### config.mk
export PLATFORM = sky130hd
export DESIGN_NAME = brk_unit
export DESIGN_NICKNAME = d
export VERILOG_FILES = /design/src/brk_pkg.sv /design/src/brk_if.sv /design/src/brk_match.sv /design/src/brk_unit.sv
export SDC_FILE = /design/constraint.sdc
export NUM_CORES = 1
export LEC_CHECK = 0
export BUFFER_PORTS_ARGS = -buffer_cell sky130_fd_sc_hd__buf_2
export CORE_ASPECT_RATIO = 0.8
export CORE_MARGIN = 10
export CORE_UTILIZATION = 38
export CTS_BUF_LIST = sky130_fd_sc_hd__clkbuf_2
export CTS_CLUSTER_SIZE = 40
export DETAILED_ROUTE_END_ITERATION = 10
export HOLD_SLACK_MARGIN = 0.03
export PLACE_DENSITY_LB_ADDON = 0.05
export SETUP_SLACK_MARGIN = 0.1
export SLEW_MARGIN = 20
export SYNTH_ARGS = -nofsm -noshare
export SYNTH_HDL_FRONTEND = slang
export SYNTH_SLANG_ARGS = --single-unit
### constraint.sdc
create_clock -name clk -period 2.2 [get_ports clk]
set_clock_uncertainty 0.15 [all_clocks]
set_input_delay 0.44 -clock clk [delete_from_list [all_inputs] [get_ports clk]]
set_output_delay 0.44 -clock clk [all_outputs]
set_load 0.005 [all_outputs]
### src/brk_pkg.sv
// Constants for the instruction and data breakpoint unit.
// Assumes the core supplies the coprocessor access stream on the same clock.
//
// Function
// [RL1] The 32-bit instruction breakpoint register holds address and enable.
// [RL2] Bit 0 of the instruction breakpoint register arms it when set.
// [RL3] Bit 1 of the instruction breakpoint register is reserved, no effect.
// [RL4] Bits 31..2 match the fetch address, which must equal the PC.
// [RL5] A matching armed instruction executes, then a prefetch abort follows.
// [RL6] The instruction breakpoint register takes privileged writes only.
// [RL7] The data breakpoint address is compared as a full 32-bit value.
// [RL8] Store data is compared against a 32-bit data breakpoint value.
// [RL9] A one in the 32-bit mask includes that value bit in the comparison.
// [RL10] A store-data breakpoint needs the store address match enabled.
// [RL11] Load breakpoints depend on address match alone.
// [RL12] The enables register has one bit each: load, store, store data.
// [RL13] A data breakpoint hit gives a data abort and sets fault status bit 9.
// [RL14] Data address, value and mask are written only by privileged access.
// [RL15] A data breakpoint stops after the matching access completes.
// [RL16] All breakpoint enables are clear after reset.
// [RL17] Several matches on one access raise only one abort.
package brk_pkg;
  localparam int unsigned ADDR_W = 32;
  localparam int unsigned DATA_W = 32;
  localparam int unsigned SEL_W = 3;
  // --------------------------------------------------------------
  // Sub-register selects under coprocessor register 14
  // --------------------------------------------------------------
  localparam logic [2:0] SEL_INSTR_BREAK = 3'h0;
  localparam logic [2:0] SEL_DATA_ADDR = 3'h1;
  localparam logic [2:0] SEL_DATA_VALUE = 3'h2;
  localparam logic [2:0] SEL_DATA_MASK = 3'h3;
  localparam logic [2:0] SEL_DATA_ENABLES = 3'h4;
  // --------------------------------------------------------------
  // Field positions
  // --------------------------------------------------------------
  localparam int unsigned IB_ENABLE_BIT = 0;
  localparam int unsigned IB_RSVD_BIT = 1;
  localparam int unsigned IB_ADDR_LSB = 2;
  localparam int unsigned EN_W = 3;
  localparam int unsigned EN_LOAD_BIT = 0;
  localparam int unsigned EN_STORE_BIT = 1;
  localparam int unsigned EN_SDATA_BIT = 2;
  localparam int unsigned FAULT_BREAK_BIT = 9;
  // --------------------------------------------------------------
  // Reset values
  // --------------------------------------------------------------
  localparam logic [31:0] RST_WORD = 32'h0000_0000;
  localparam logic [2:0] RST_ENABLES = 3'h0;
endpackage

### src/brk_if.sv
// Carrier between the breakpoint top and its comparator.
// Assumes both ends sit on one clock; the comparator is purely combinational.
`timescale 1ns/1ps
interface brk_if;
  logic [31:0] instr_break;
  logic [31:0] data_addr;
  logic [31:0] data_value;
  logic [31:0] data_mask;
  logic [2:0] enables;
  logic [31:0] exec_fetch_addr;
  logic [31:0] exec_pc;
  logic [31:0] ls_addr;
  logic [31:0] ls_wdata;
  logic ls_store;
  logic instr_hit;
  logic data_hit;
  modport top (
    output instr_break, data_addr, data_value, data_mask, enables,
    output exec_fetch_addr, exec_pc, ls_addr, ls_wdata, ls_store,
    input instr_hit, data_hit
  );
  modport cmp (
    input instr_break, data_addr, data_value, data_mask, enables,
    input exec_fetch_addr, exec_pc, ls_addr, ls_wdata, ls_store,
    output instr_hit, data_hit
  );
endinterface

### src/brk_match.sv
// Breakpoint comparators: instruction address and data address/value.
// Assumes the top qualifies hits with its valid and completion strobes.
`timescale 1ns/1ps
module brk_match (
  brk_if.cmp bus
);
  logic [31:0] diff;
  logic addr_eq;
  logic data_eq;
  logic ia_eq;

  // [RL9] Masked per-bit compare
  genvar i;
  generate
    for (i = 0; i < 32; i = i + 1) begin : g_bit
      assign diff[i] = bus.data_mask[i] &
                       (bus.ls_wdata[i] ^ bus.data_value[i]);
    end
  endgenerate

  // [RL8] Value match
  assign data_eq = (diff == brk_pkg::RST_WORD);
  // [RL7] Full-width address
  assign addr_eq = (bus.ls_addr == bus.data_addr);
  // [RL4] Word compare, fetch equals PC
  assign ia_eq = (bus.exec_fetch_addr[31:brk_pkg::IB_ADDR_LSB] ==
                  bus.instr_break[31:brk_pkg::IB_ADDR_LSB]) &&
                 (bus.exec_fetch_addr == bus.exec_pc);
  // [RL2] Enable gates the instruction hit
  assign bus.instr_hit = ia_eq & bus.instr_break[brk_pkg::IB_ENABLE_BIT];

  // [RL10] Data pattern only adds to the store address match
  always_comb begin
    bus.data_hit = 1'b0;
    if (addr_eq) begin
      if (bus.ls_store) begin
        if (bus.enables[brk_pkg::EN_STORE_BIT]) begin
          bus.data_hit = !bus.enables[brk_pkg::EN_SDATA_BIT] || data_eq;
        end
      end else begin
        // [RL11] Loads on address only
        bus.data_hit = bus.enables[brk_pkg::EN_LOAD_BIT];
      end
    end
  end
endmodule

### src/brk_unit.sv
// Instruction and data breakpoint unit, top level.
// Assumes the core presents completed instructions and completed load/store
// accesses as one-cycle strobes on clk, and that it takes the aborts.
`timescale 1ns/1ps
module brk_unit (
  input wire logic clk,
  input wire logic rst_n,
  input wire logic cp_wr_valid,
  input wire logic cp_wr_priv,
  input wire logic [2:0] cp_wr_sel,
  input wire logic [31:0] cp_wr_data,
  input wire logic cp_rd_valid,
  input wire logic cp_rd_priv,
  input wire logic [2:0] cp_rd_sel,
  output logic [31:0] cp_rd_data,
  output logic cp_rd_ack,
  input wire logic exec_valid,
  input wire logic [31:0] exec_fetch_addr,
  input wire logic [31:0] exec_pc,
  input wire logic ls_done,
  input wire logic ls_store,
  input wire logic [31:0] ls_addr,
  input wire logic [31:0] ls_wdata,
  output logic prefetch_abort,
  output logic data_abort,
  output logic fault_break_cause
);
  typedef struct packed {
    logic [31:0] instr_break_addr_ctrl;
    logic [31:0] data_break_address;
    logic [31:0] data_break_value;
    logic [31:0] data_break_mask;
    logic [2:0] data_break_enables;
    logic [31:0] rd_data;
    logic rd_ack;
    logic pabort;
    logic dabort;
    logic fault_bit;
  } state_t;

  state_t state_reg;
  state_t state_next;
  brk_if bus ();

  // --------------------------------------------------------------
  // Comparator
  // --------------------------------------------------------------
  assign bus.instr_break = state_reg.instr_break_addr_ctrl;
  assign bus.data_addr = state_reg.data_break_address;
  assign bus.data_value = state_reg.data_break_value;
  assign bus.data_mask = state_reg.data_break_mask;
  assign bus.enables = state_reg.data_break_enables;
  assign bus.exec_fetch_addr = exec_fetch_addr;
  assign bus.exec_pc = exec_pc;
  assign bus.ls_addr = ls_addr;
  assign bus.ls_wdata = ls_wdata;
  assign bus.ls_store = ls_store;

  brk_match u_match (
    .bus(bus)
  );

  // --------------------------------------------------------------
  // Next state
  // --------------------------------------------------------------
  always_comb begin
    state_next = state_reg;
    state_next.rd_ack = 1'b0;
    // [RL6] Privileged writes only
    if (cp_wr_valid && cp_wr_priv) begin
      case (cp_wr_sel)
        brk_pkg::SEL_INSTR_BREAK: begin
          // [RL1] [RL3] Address plus enable, reserved bit dropped
          state_next.instr_break_addr_ctrl = cp_wr_data;
          state_next.instr_break_addr_ctrl[brk_pkg::IB_RSVD_BIT] = 1'b0;
        end
        // [RL14] Data registers, privileged only
        brk_pkg::SEL_DATA_ADDR: begin
          state_next.data_break_address = cp_wr_data;
        end
        brk_pkg::SEL_DATA_VALUE: begin
          state_next.data_break_value = cp_wr_data;
        end
        brk_pkg::SEL_DATA_MASK: begin
          state_next.data_break_mask = cp_wr_data;
        end
        // [RL12] Three independent enables
        brk_pkg::SEL_DATA_ENABLES: begin
          state_next.data_break_enables = cp_wr_data[2:0];
        end
        default: begin
          state_next.rd_ack = 1'b0;
        end
      endcase
    end
    // Readback, zero for unprivileged or unmapped
    if (cp_rd_valid) begin
      state_next.rd_ack = 1'b1;
      state_next.rd_data = brk_pkg::RST_WORD;
      if (cp_rd_priv) begin
        case (cp_rd_sel)
          brk_pkg::SEL_INSTR_BREAK: begin
            state_next.rd_data = state_reg.instr_break_addr_ctrl;
          end
          brk_pkg::SEL_DATA_ADDR: begin
            state_next.rd_data = state_reg.data_break_address;
          end
          brk_pkg::SEL_DATA_VALUE: begin
            state_next.rd_data = state_reg.data_break_value;
          end
          brk_pkg::SEL_DATA_MASK: begin
            state_next.rd_data = state_reg.data_break_mask;
          end
          brk_pkg::SEL_DATA_ENABLES: begin
            state_next.rd_data = {29'h0000_0000,
                                  state_reg.data_break_enables};
          end
          default: begin
            state_next.rd_data = brk_pkg::RST_WORD;
          end
        endcase
      end
    end
    // [RL5] Abort after the instruction has executed
    state_next.pabort = exec_valid && bus.instr_hit;
    // [RL15] [RL17] One abort after the access completes
    state_next.dabort = ls_done && bus.data_hit;
    // [RL13] Fault cause flagged with the abort
    state_next.fault_bit = ls_done && bus.data_hit;
  end

  // --------------------------------------------------------------
  // State register
  // --------------------------------------------------------------
  always_ff @(posedge clk or negedge rst_n) begin
    if (!rst_n) begin
      // [RL16] Enables cleared at reset
      state_reg.instr_break_addr_ctrl <= brk_pkg::RST_WORD;
      state_reg.data_break_address <= brk_pkg::RST_WORD;
      state_reg.data_break_value <= brk_pkg::RST_WORD;
      state_reg.data_break_mask <= brk_pkg::RST_WORD;
      state_reg.data_break_enables <= brk_pkg::RST_ENABLES;
      state_reg.rd_data <= brk_pkg::RST_WORD;
      state_reg.rd_ack <= 1'b0;
      state_reg.pabort <= 1'b0;
      state_reg.dabort <= 1'b0;
      state_reg.fault_bit <= 1'b0;
    end else begin
      state_reg <= state_next;
    end
  end

  assign cp_rd_data = state_reg.rd_data;
  assign cp_rd_ack = state_reg.rd_ack;
  assign prefetch_abort = state_reg.pabort;
  assign data_abort = state_reg.dabort;
  assign fault_break_cause = state_reg.fault_bit;

  // --------------------------------------------------------------
  // Assertions
  // --------------------------------------------------------------
  logic [31:0] masked_diff;
  assign masked_diff = (ls_wdata ^ state_reg.data_break_value) &
                       state_reg.data_break_mask;
endmodule

==> results of run 1 <==
power breakdown:
group	internal (W)	total, W	switching (W)	leakage (nW)
Clock	0.000439	0.00166	0.00122	0.139
Sequential	0.00362	0.00429	0.000668	2.07
Combinational	0.00120	0.00220	0.000998	3.07
Total	0.00526	0.00815	0.00288	5.28
registers in the layout, indices dropped and copies added (netlist names):
register and flops:
bus.data_mask 32, fault_break_cause 1, bus.data_addr 32, cp_rd_ack 1, cp_rd_data 32, bus.instr_break 31
bus.enables 3, bus.data_value 32, prefetch_abort 1
what timing repair did:
item,4_1_cts,5_1_grt
pin swaps,0,9
hold buffers,135,3
endpoints found under the hold margin,319,4
setup endpoints to repair,1,3
resized for setup,2,7
buffers inserted,1,4
cells by family (layout without fill, tap and decap cells):
family / after synthesis / in the layout / synth area share (%)
flops: 165 / 165 / 50.3
mux: 134 / 134 / 18.3
compound gates: 128 / 128 / 12.1
xor+xnor: 106 / 106 / 11.3
buf+inv: 72 / 449 / 3.60
simple gates: 70 / 70 / 4.39
other cells: 0 / 5 / 0
worst reg2reg max path: stages (launching register included):
cell and delay (ns):
dfrtp_1 0.46, xor2_1 0.17, a22oi_2 0.20, buf_4 0.18, nand4_1 0.10, or4_1 0.53
a31oi_1 0.18
layer usage:
metal	GRT usage, %	part of all wire, %
met2	36.0	45
met4	9.53	3.8
met5	1.09	0.15
met1	30.1	43
met3	7.22	8.0
worst paths after layout:
kind / end / slack (ns) / depth (start not counted)
min in group asynchronous: cp_rd_data[6]$_DFFE_PN0P_ / 0.56 / 4
setup reg to reg: fault_break_cause$_DFF_PN0_ / 0.17 / 6
hold reg to reg: cp_rd_data[2]$_DFFE_PN0P_ / 0.39 / 2
max in group asynchronous: fault_break_cause$_DFF_PN0_ / 0.11 / 4
hold / removal: cp_rd_data[2]$_DFFE_PN0P_ / 0.1 / 6
setup / recovery: prefetch_abort$_DFF_PN0_ / 0.08 / 8
metrics by stage:
step | TNS, ns | hold WS [ns] | std cells
after floorplan | 0 | -0.00559 | 675
after global placement | -0.00337 | 0.147 | 1153
after detailed placement | -0.470 | 0.146 | 1153
after CTS | 0 | 0.0337 | 1321
after global routing | 0 | 0.0423 | 1331
final | 0 | 0.0989 | 1332
placed cells by master (no fill, tap or decap), types with 17 or more instances in the layout:
cell and n:
dfrtp_1 165, buf_2 209, clkbuf_2 17, a221oi_1 31, mux2_1 88, buf_4 19, a22o_1 29, dlygate4sd3_1 137
inv_1 39, o22ai_1 36, mux2_2 42, xnor2_1 29, xor2_1 76
cell type report:
class | count | area, um2
Clock inverter | 15 | 143
Sequential cell | 165 | 4130
Fill cell | 1879 | 9840
Tap cell | 275 | 344
Clock buffer | 17 | 85.1
Multi-Input combinational cell | 438 | 3870
Inverter | 39 | 146
Antenna cell | 5 | 12.5
Timing Repair Buffer | 378 | 2810
==> impl_metrics.json, run 1 <==
{
  "crit_buf_inv": 4,
  "final.min_clock_period_ns": 2.12,
  "grt_pass1_wl_um": 48200,
  "cp-startpoint": "exec_fetch_addr[13]",
  "ys_seq_elements": 165,
  "fin_util_pct": 54.0,
  "synth_edf_count": 0,
  "synthArstFlopShare_pct": 100,
  "crit_type": "in -> reg",
  "crit_path_end_kind": "register",
  "antenna_found_initial": 5,
  "first_global_vias": 7887,
  "syn_avg_cell_area_um2": 12.2,
  "yosysMostFrequentCell": "dfrtp_1",
  "die-area_um2": 27900,
  "arrival_ns": 2.63,
  "drcViolationCount": 0,
  "clock_latency_ns": 0.77,
  "path_common_cell": "dlygate4sd3_1",
  "path_cells": "dlygate4sd3_1 -> buf_2 -> inv_1 -> o22ai_1 -> dlygate4sd3_1 -> a2111oi_0 -> nand3_1 -> nor4_1",
  "antenna_left": 0,
  "numCtsBuffers": 17,
  "io_pins": 211,
  "nets": 1214,
  "wl_per_cell_um": 24.7,
  "synthFlopType": "dfrtp_1",
  "clk_path_buf_depth": 2,
  "start_util_pct": 38.4,
  "hold_viol": 0,
  "core_um2": 21400,
  "worst_slack_ns": 0.0806,
  "dp_worst_setup_slack_ns": -0.0815,
  "worstPathMaxFanout": 2,
  "io_buffers": 210,
  "grt_usage_pct": 23.4,
  "drive_gt1_share_pct": 31.2,
  "grt_overflow": 0,
  "slew_headroom_pct": 28.2,
  "row_count": 48,
  "yosys-top-cells-area": "dfrtp_1, mux2_1, xor2_1",
  "cp_slowest_cell": "dlygate4sd3_1",
  "yosys.area.top_type": "dfrtp_1",
  "syn_inst": 675,
  "syn_to_final_growth_pct": 40.6,
  "start_kind": "primary input",
  "drv_slew": 0,
  "drv_cap": 0,
  "fmax_mhz": 472,
  "path_clk_slew_ns": 0.27,
  "avgViaCountPerCell": 5.49,
  "synth_seq_area_share_pct": 50.3,
  "syn_area_um2": 8210,
  "vias": 7310,
  "finalSetupViolations": 0,
  "routed_wl_um": 32900,
  "hold_path_class": "in -> reg",
  "synth_top_area_share_pct": 50.3,
  "leakage_nw": 5.28,
  "total_power_w": 0.00815,
  "placed_area_um2": 9850,
  "status": "complete, no violations",
  "netlist_top_cells_count": "dfrtp_1, mux2_1, xor2_1",
  "synthesis.nets": 850,
  "h-tree-depth": 4,
  "peakVddDrop_mv": 0.378,
  "place_congestion": 0.865,
  "yosysWarnings": 0,
  "rsz0062_at_grt": "yes",
  "clock_tree.root_cell": "clkbuf_2",
  "postLayoutCellArea_um2": 11500,
  "die_x_um": 184,
  "clock_sinks": 165,
  "r2r-start": "bus.data_value[4]$_DFFE_PN0P_",
  "crit_path_max_incr_delay_ns": 0.55,
  "worstHoldStart": "cp_rd_sel[2]",
  "grt_max_degree": 67,
  "firstDrtPassIters": 6,
  "synthDistinctLibCells": 34,
  "worstPathRequired_ns": 2.71,
  "cts_tree": "done",
  "first_iter_violations": 550,
  "die_h_um": 151,
  "powerDensity_nw_per_um2": 706,
  "finalCritPeriodShare_pct": 96.3,
  "worstMarginPinSlew_ns": 1.07,
  "dp_hpwl_um": 22500,
  "path_delay_family": "buffers and inverters"
}
Power figures use the tool's default switching activity.
==> inputs of run 2 (changes only) <==
- CORE_UTILIZATION: 38 -> 55
- MAX_ROUTING_LAYER: default -> met4
==> impl_metrics.json, run 2 (synthesis results as in run 1) <==
{
  "status": "complete, no violations",
  "row_count": 39,
  "r2r-end": "fault_break_cause$_DFF_PN0_",
  "clock_sinks": 165,
  "grt_usage_pct": 31.1,
  "peakVddDrop_mv": 0.473,
  "drive_gt1_share_pct": 31.4,
  "drv_cap": 0,
  "dp_worst_setup_slack_ns": -0.0356,
  "final_common_cell": "buf_2",
  "cp-startpoint": "exec_pc[21]",
  "first_global_vias": 7911,
  "ff2ff_setup_slack_ns": 0.18,
  "clk_path_buf_depth": 2,
  "dp_hpwl_um": 21500,
  "core_um2": 14400,
  "mostFrequentLayoutCells": "buf_2, dfrtp_1, dlygate4sd3_1",
  "reg2reg_depth": 6,
  "firstDrtPassIters": 5,
  "h-tree-depth": 4,
  "numCtsBuffers": 17,
  "avgViaCountPerCell": 6.06,
  "first_iter_violations": 856,
  "clock_latency_ns": 0.75,
  "vias": 7476,
  "leakage_nw": 5.25,
  "nets": 1205,
  "layout.cells.non_filler": 1234,
  "grt_overflow": 0,
  "place_congestion": 0.947,
  "grt_max_degree": 39,
  "r2r-start": "bus.data_value[16]$_DFFE_PN0P_",
  "crit_type": "in -> reg",
  "grt_pass1_wl_um": 46200,
  "io_pins": 211,
  "worstPathMaxFanout": 1,
  "wl_per_cell_um": 25.0,
  "multi_input_area_um2": 3850,
  "syn_to_final_growth_pct": 37.9,
  "finalSetupViolations": 0,
  "worstHoldStart": "ls_addr[13]",
  "clock_tree.root_cell": "clkbuf_2",
  "finalCritPeriodShare_pct": 94.8,
  "io_buffers": 210,
  "seq_area_um2": 4130,
  "arrival_ns": 2.60,
  "powerDensity_nw_per_um2": 724,
  "crit_end": "prefetch_abort$_DFF_PN0_",
  "cts_tree": "done",
  "worstPathRequired_ns": 2.72,
  "drcViolationCount": 0,
  "crit_path_end_kind": "register",
  "worstHoldPathCells": 5,
  "path_clk_slew_ns": 0.23,
  "fillers": 957,
  "rsz0062_at_grt": "no",
  "final.min_clock_period_ns": 2.08,
  "antenna_left": 0,
  "worst_slack_ns": 0.115,
  "fmax_mhz": 480,
  "slew_headroom_pct": 40.8,
  "start_util_pct": 56.8,
  "hold_viol": 0,
  "place_inst": 1067,
  "drv_slew": 0,
  "start_kind": "primary input",
  "hold_path_class": "in -> reg",
  "die-area_um2": 20200,
  "die_h_um": 129,
  "worstMarginPinSlew_ns": 0.887,
  "routed_wl_um": 30800,
  "antenna_found_initial": 4,
  "die_x_um": 157
}
[run 2: cell types whose count changed in the layout (fill, tap and decap cells not counted), moves of 3 or more]
| cell | before | now |
|---|---|---|
| nor2_4 | 5 | 2 |
| inv_6 | 7 | 2 |
| buf_4 | 19 | 23 |
| nor2_2 | 0 | 3 |
| dlygate4sd3_1 | 137 | 126 |
[run 2: worst min path at each step]
stage | slack [ns] | endpoint
global placement | 0.29 | bus.instr_break[4]$_DFFE_PN0P_
finish | 0.07 | fault_break_cause$_DFF_PN0_
floorplan | -0.006 | bus.data_addr[0]$_DFFE_PN0P_
detailed placement | 0.30 | bus.instr_break[4]$_DFFE_PN0P_
CTS | 0.03 | fault_break_cause$_DFF_PN0_
global route | 0.03 | fault_break_cause$_DFF_PN0_
[run 2: critical path, stage by stage]
cell           delay, ns
dlygate4sd3_1       0.54
buf_2               0.13
xor2_1              0.13
dlygate4sd3_1       0.56
nor4_1              0.38
nand4_1             0.15
nor4_1              0.28
[run 2: layout make-up]
type	count	share of cell area, %
Multi-Input combinational cell	438	34.0
Antenna cell	7	0.155
Sequential cell	165	36.5
Clock inverter	13	1.38
Timing Repair Buffer	369	23.8
Inverter	39	1.29
Clock buffer	19	0.840
Tap cell	184	2.03
[run 2: power breakdown]
| group | internal, W | switching (W) | total (W) |
|---|---|---|---|
| Combinational | 0.00115 | 0.000977 | 0.00213 |
| Sequential | 0.00362 | 0.000689 | 0.00431 |
| Clock | 0.000640 | 0.00111 | 0.00175 |
[run 2: through the flow]
step	total power (W)	TNS [ns]	cell area [um2]	util, %	hold slack, ns
final	0.00819	0	11300	78.4	0.0690
after global routing	0.00853	0	11300	78.3	0.0303
after CTS	0.00809	0	11200	77.8	0.0313
after detailed placement	0.00619	-0.178	9720	67.3	0.296
after global placement	0.00610	0	9720	67.3	0.293
after floorplan	0.00517	0	8210	-	-0.00559
[run 2: layer usage]
| metal | part of all wire (%) | GRT usage (%) | up-vias |
|---|---|---|---|
| met3 | 8.9 | 7.57 | 79 |
| met2 | 47 | 47.7 | 475 |
| met5 | 0 | - | - |
| li1 | - | - | 3216 |
| met4 | 3.1 | 12.8 | 0 |
| met1 | 41 | 38.9 | 3706 |
[run 2: timing repair]
item,CTS,global route
buffers inserted,0,1
pin swaps,0,1
setup endpoints to repair,1,2
hold endpoints to repair,309,2
gates cloned,0,0
hold buffers,125,2
resized for setup,1,8
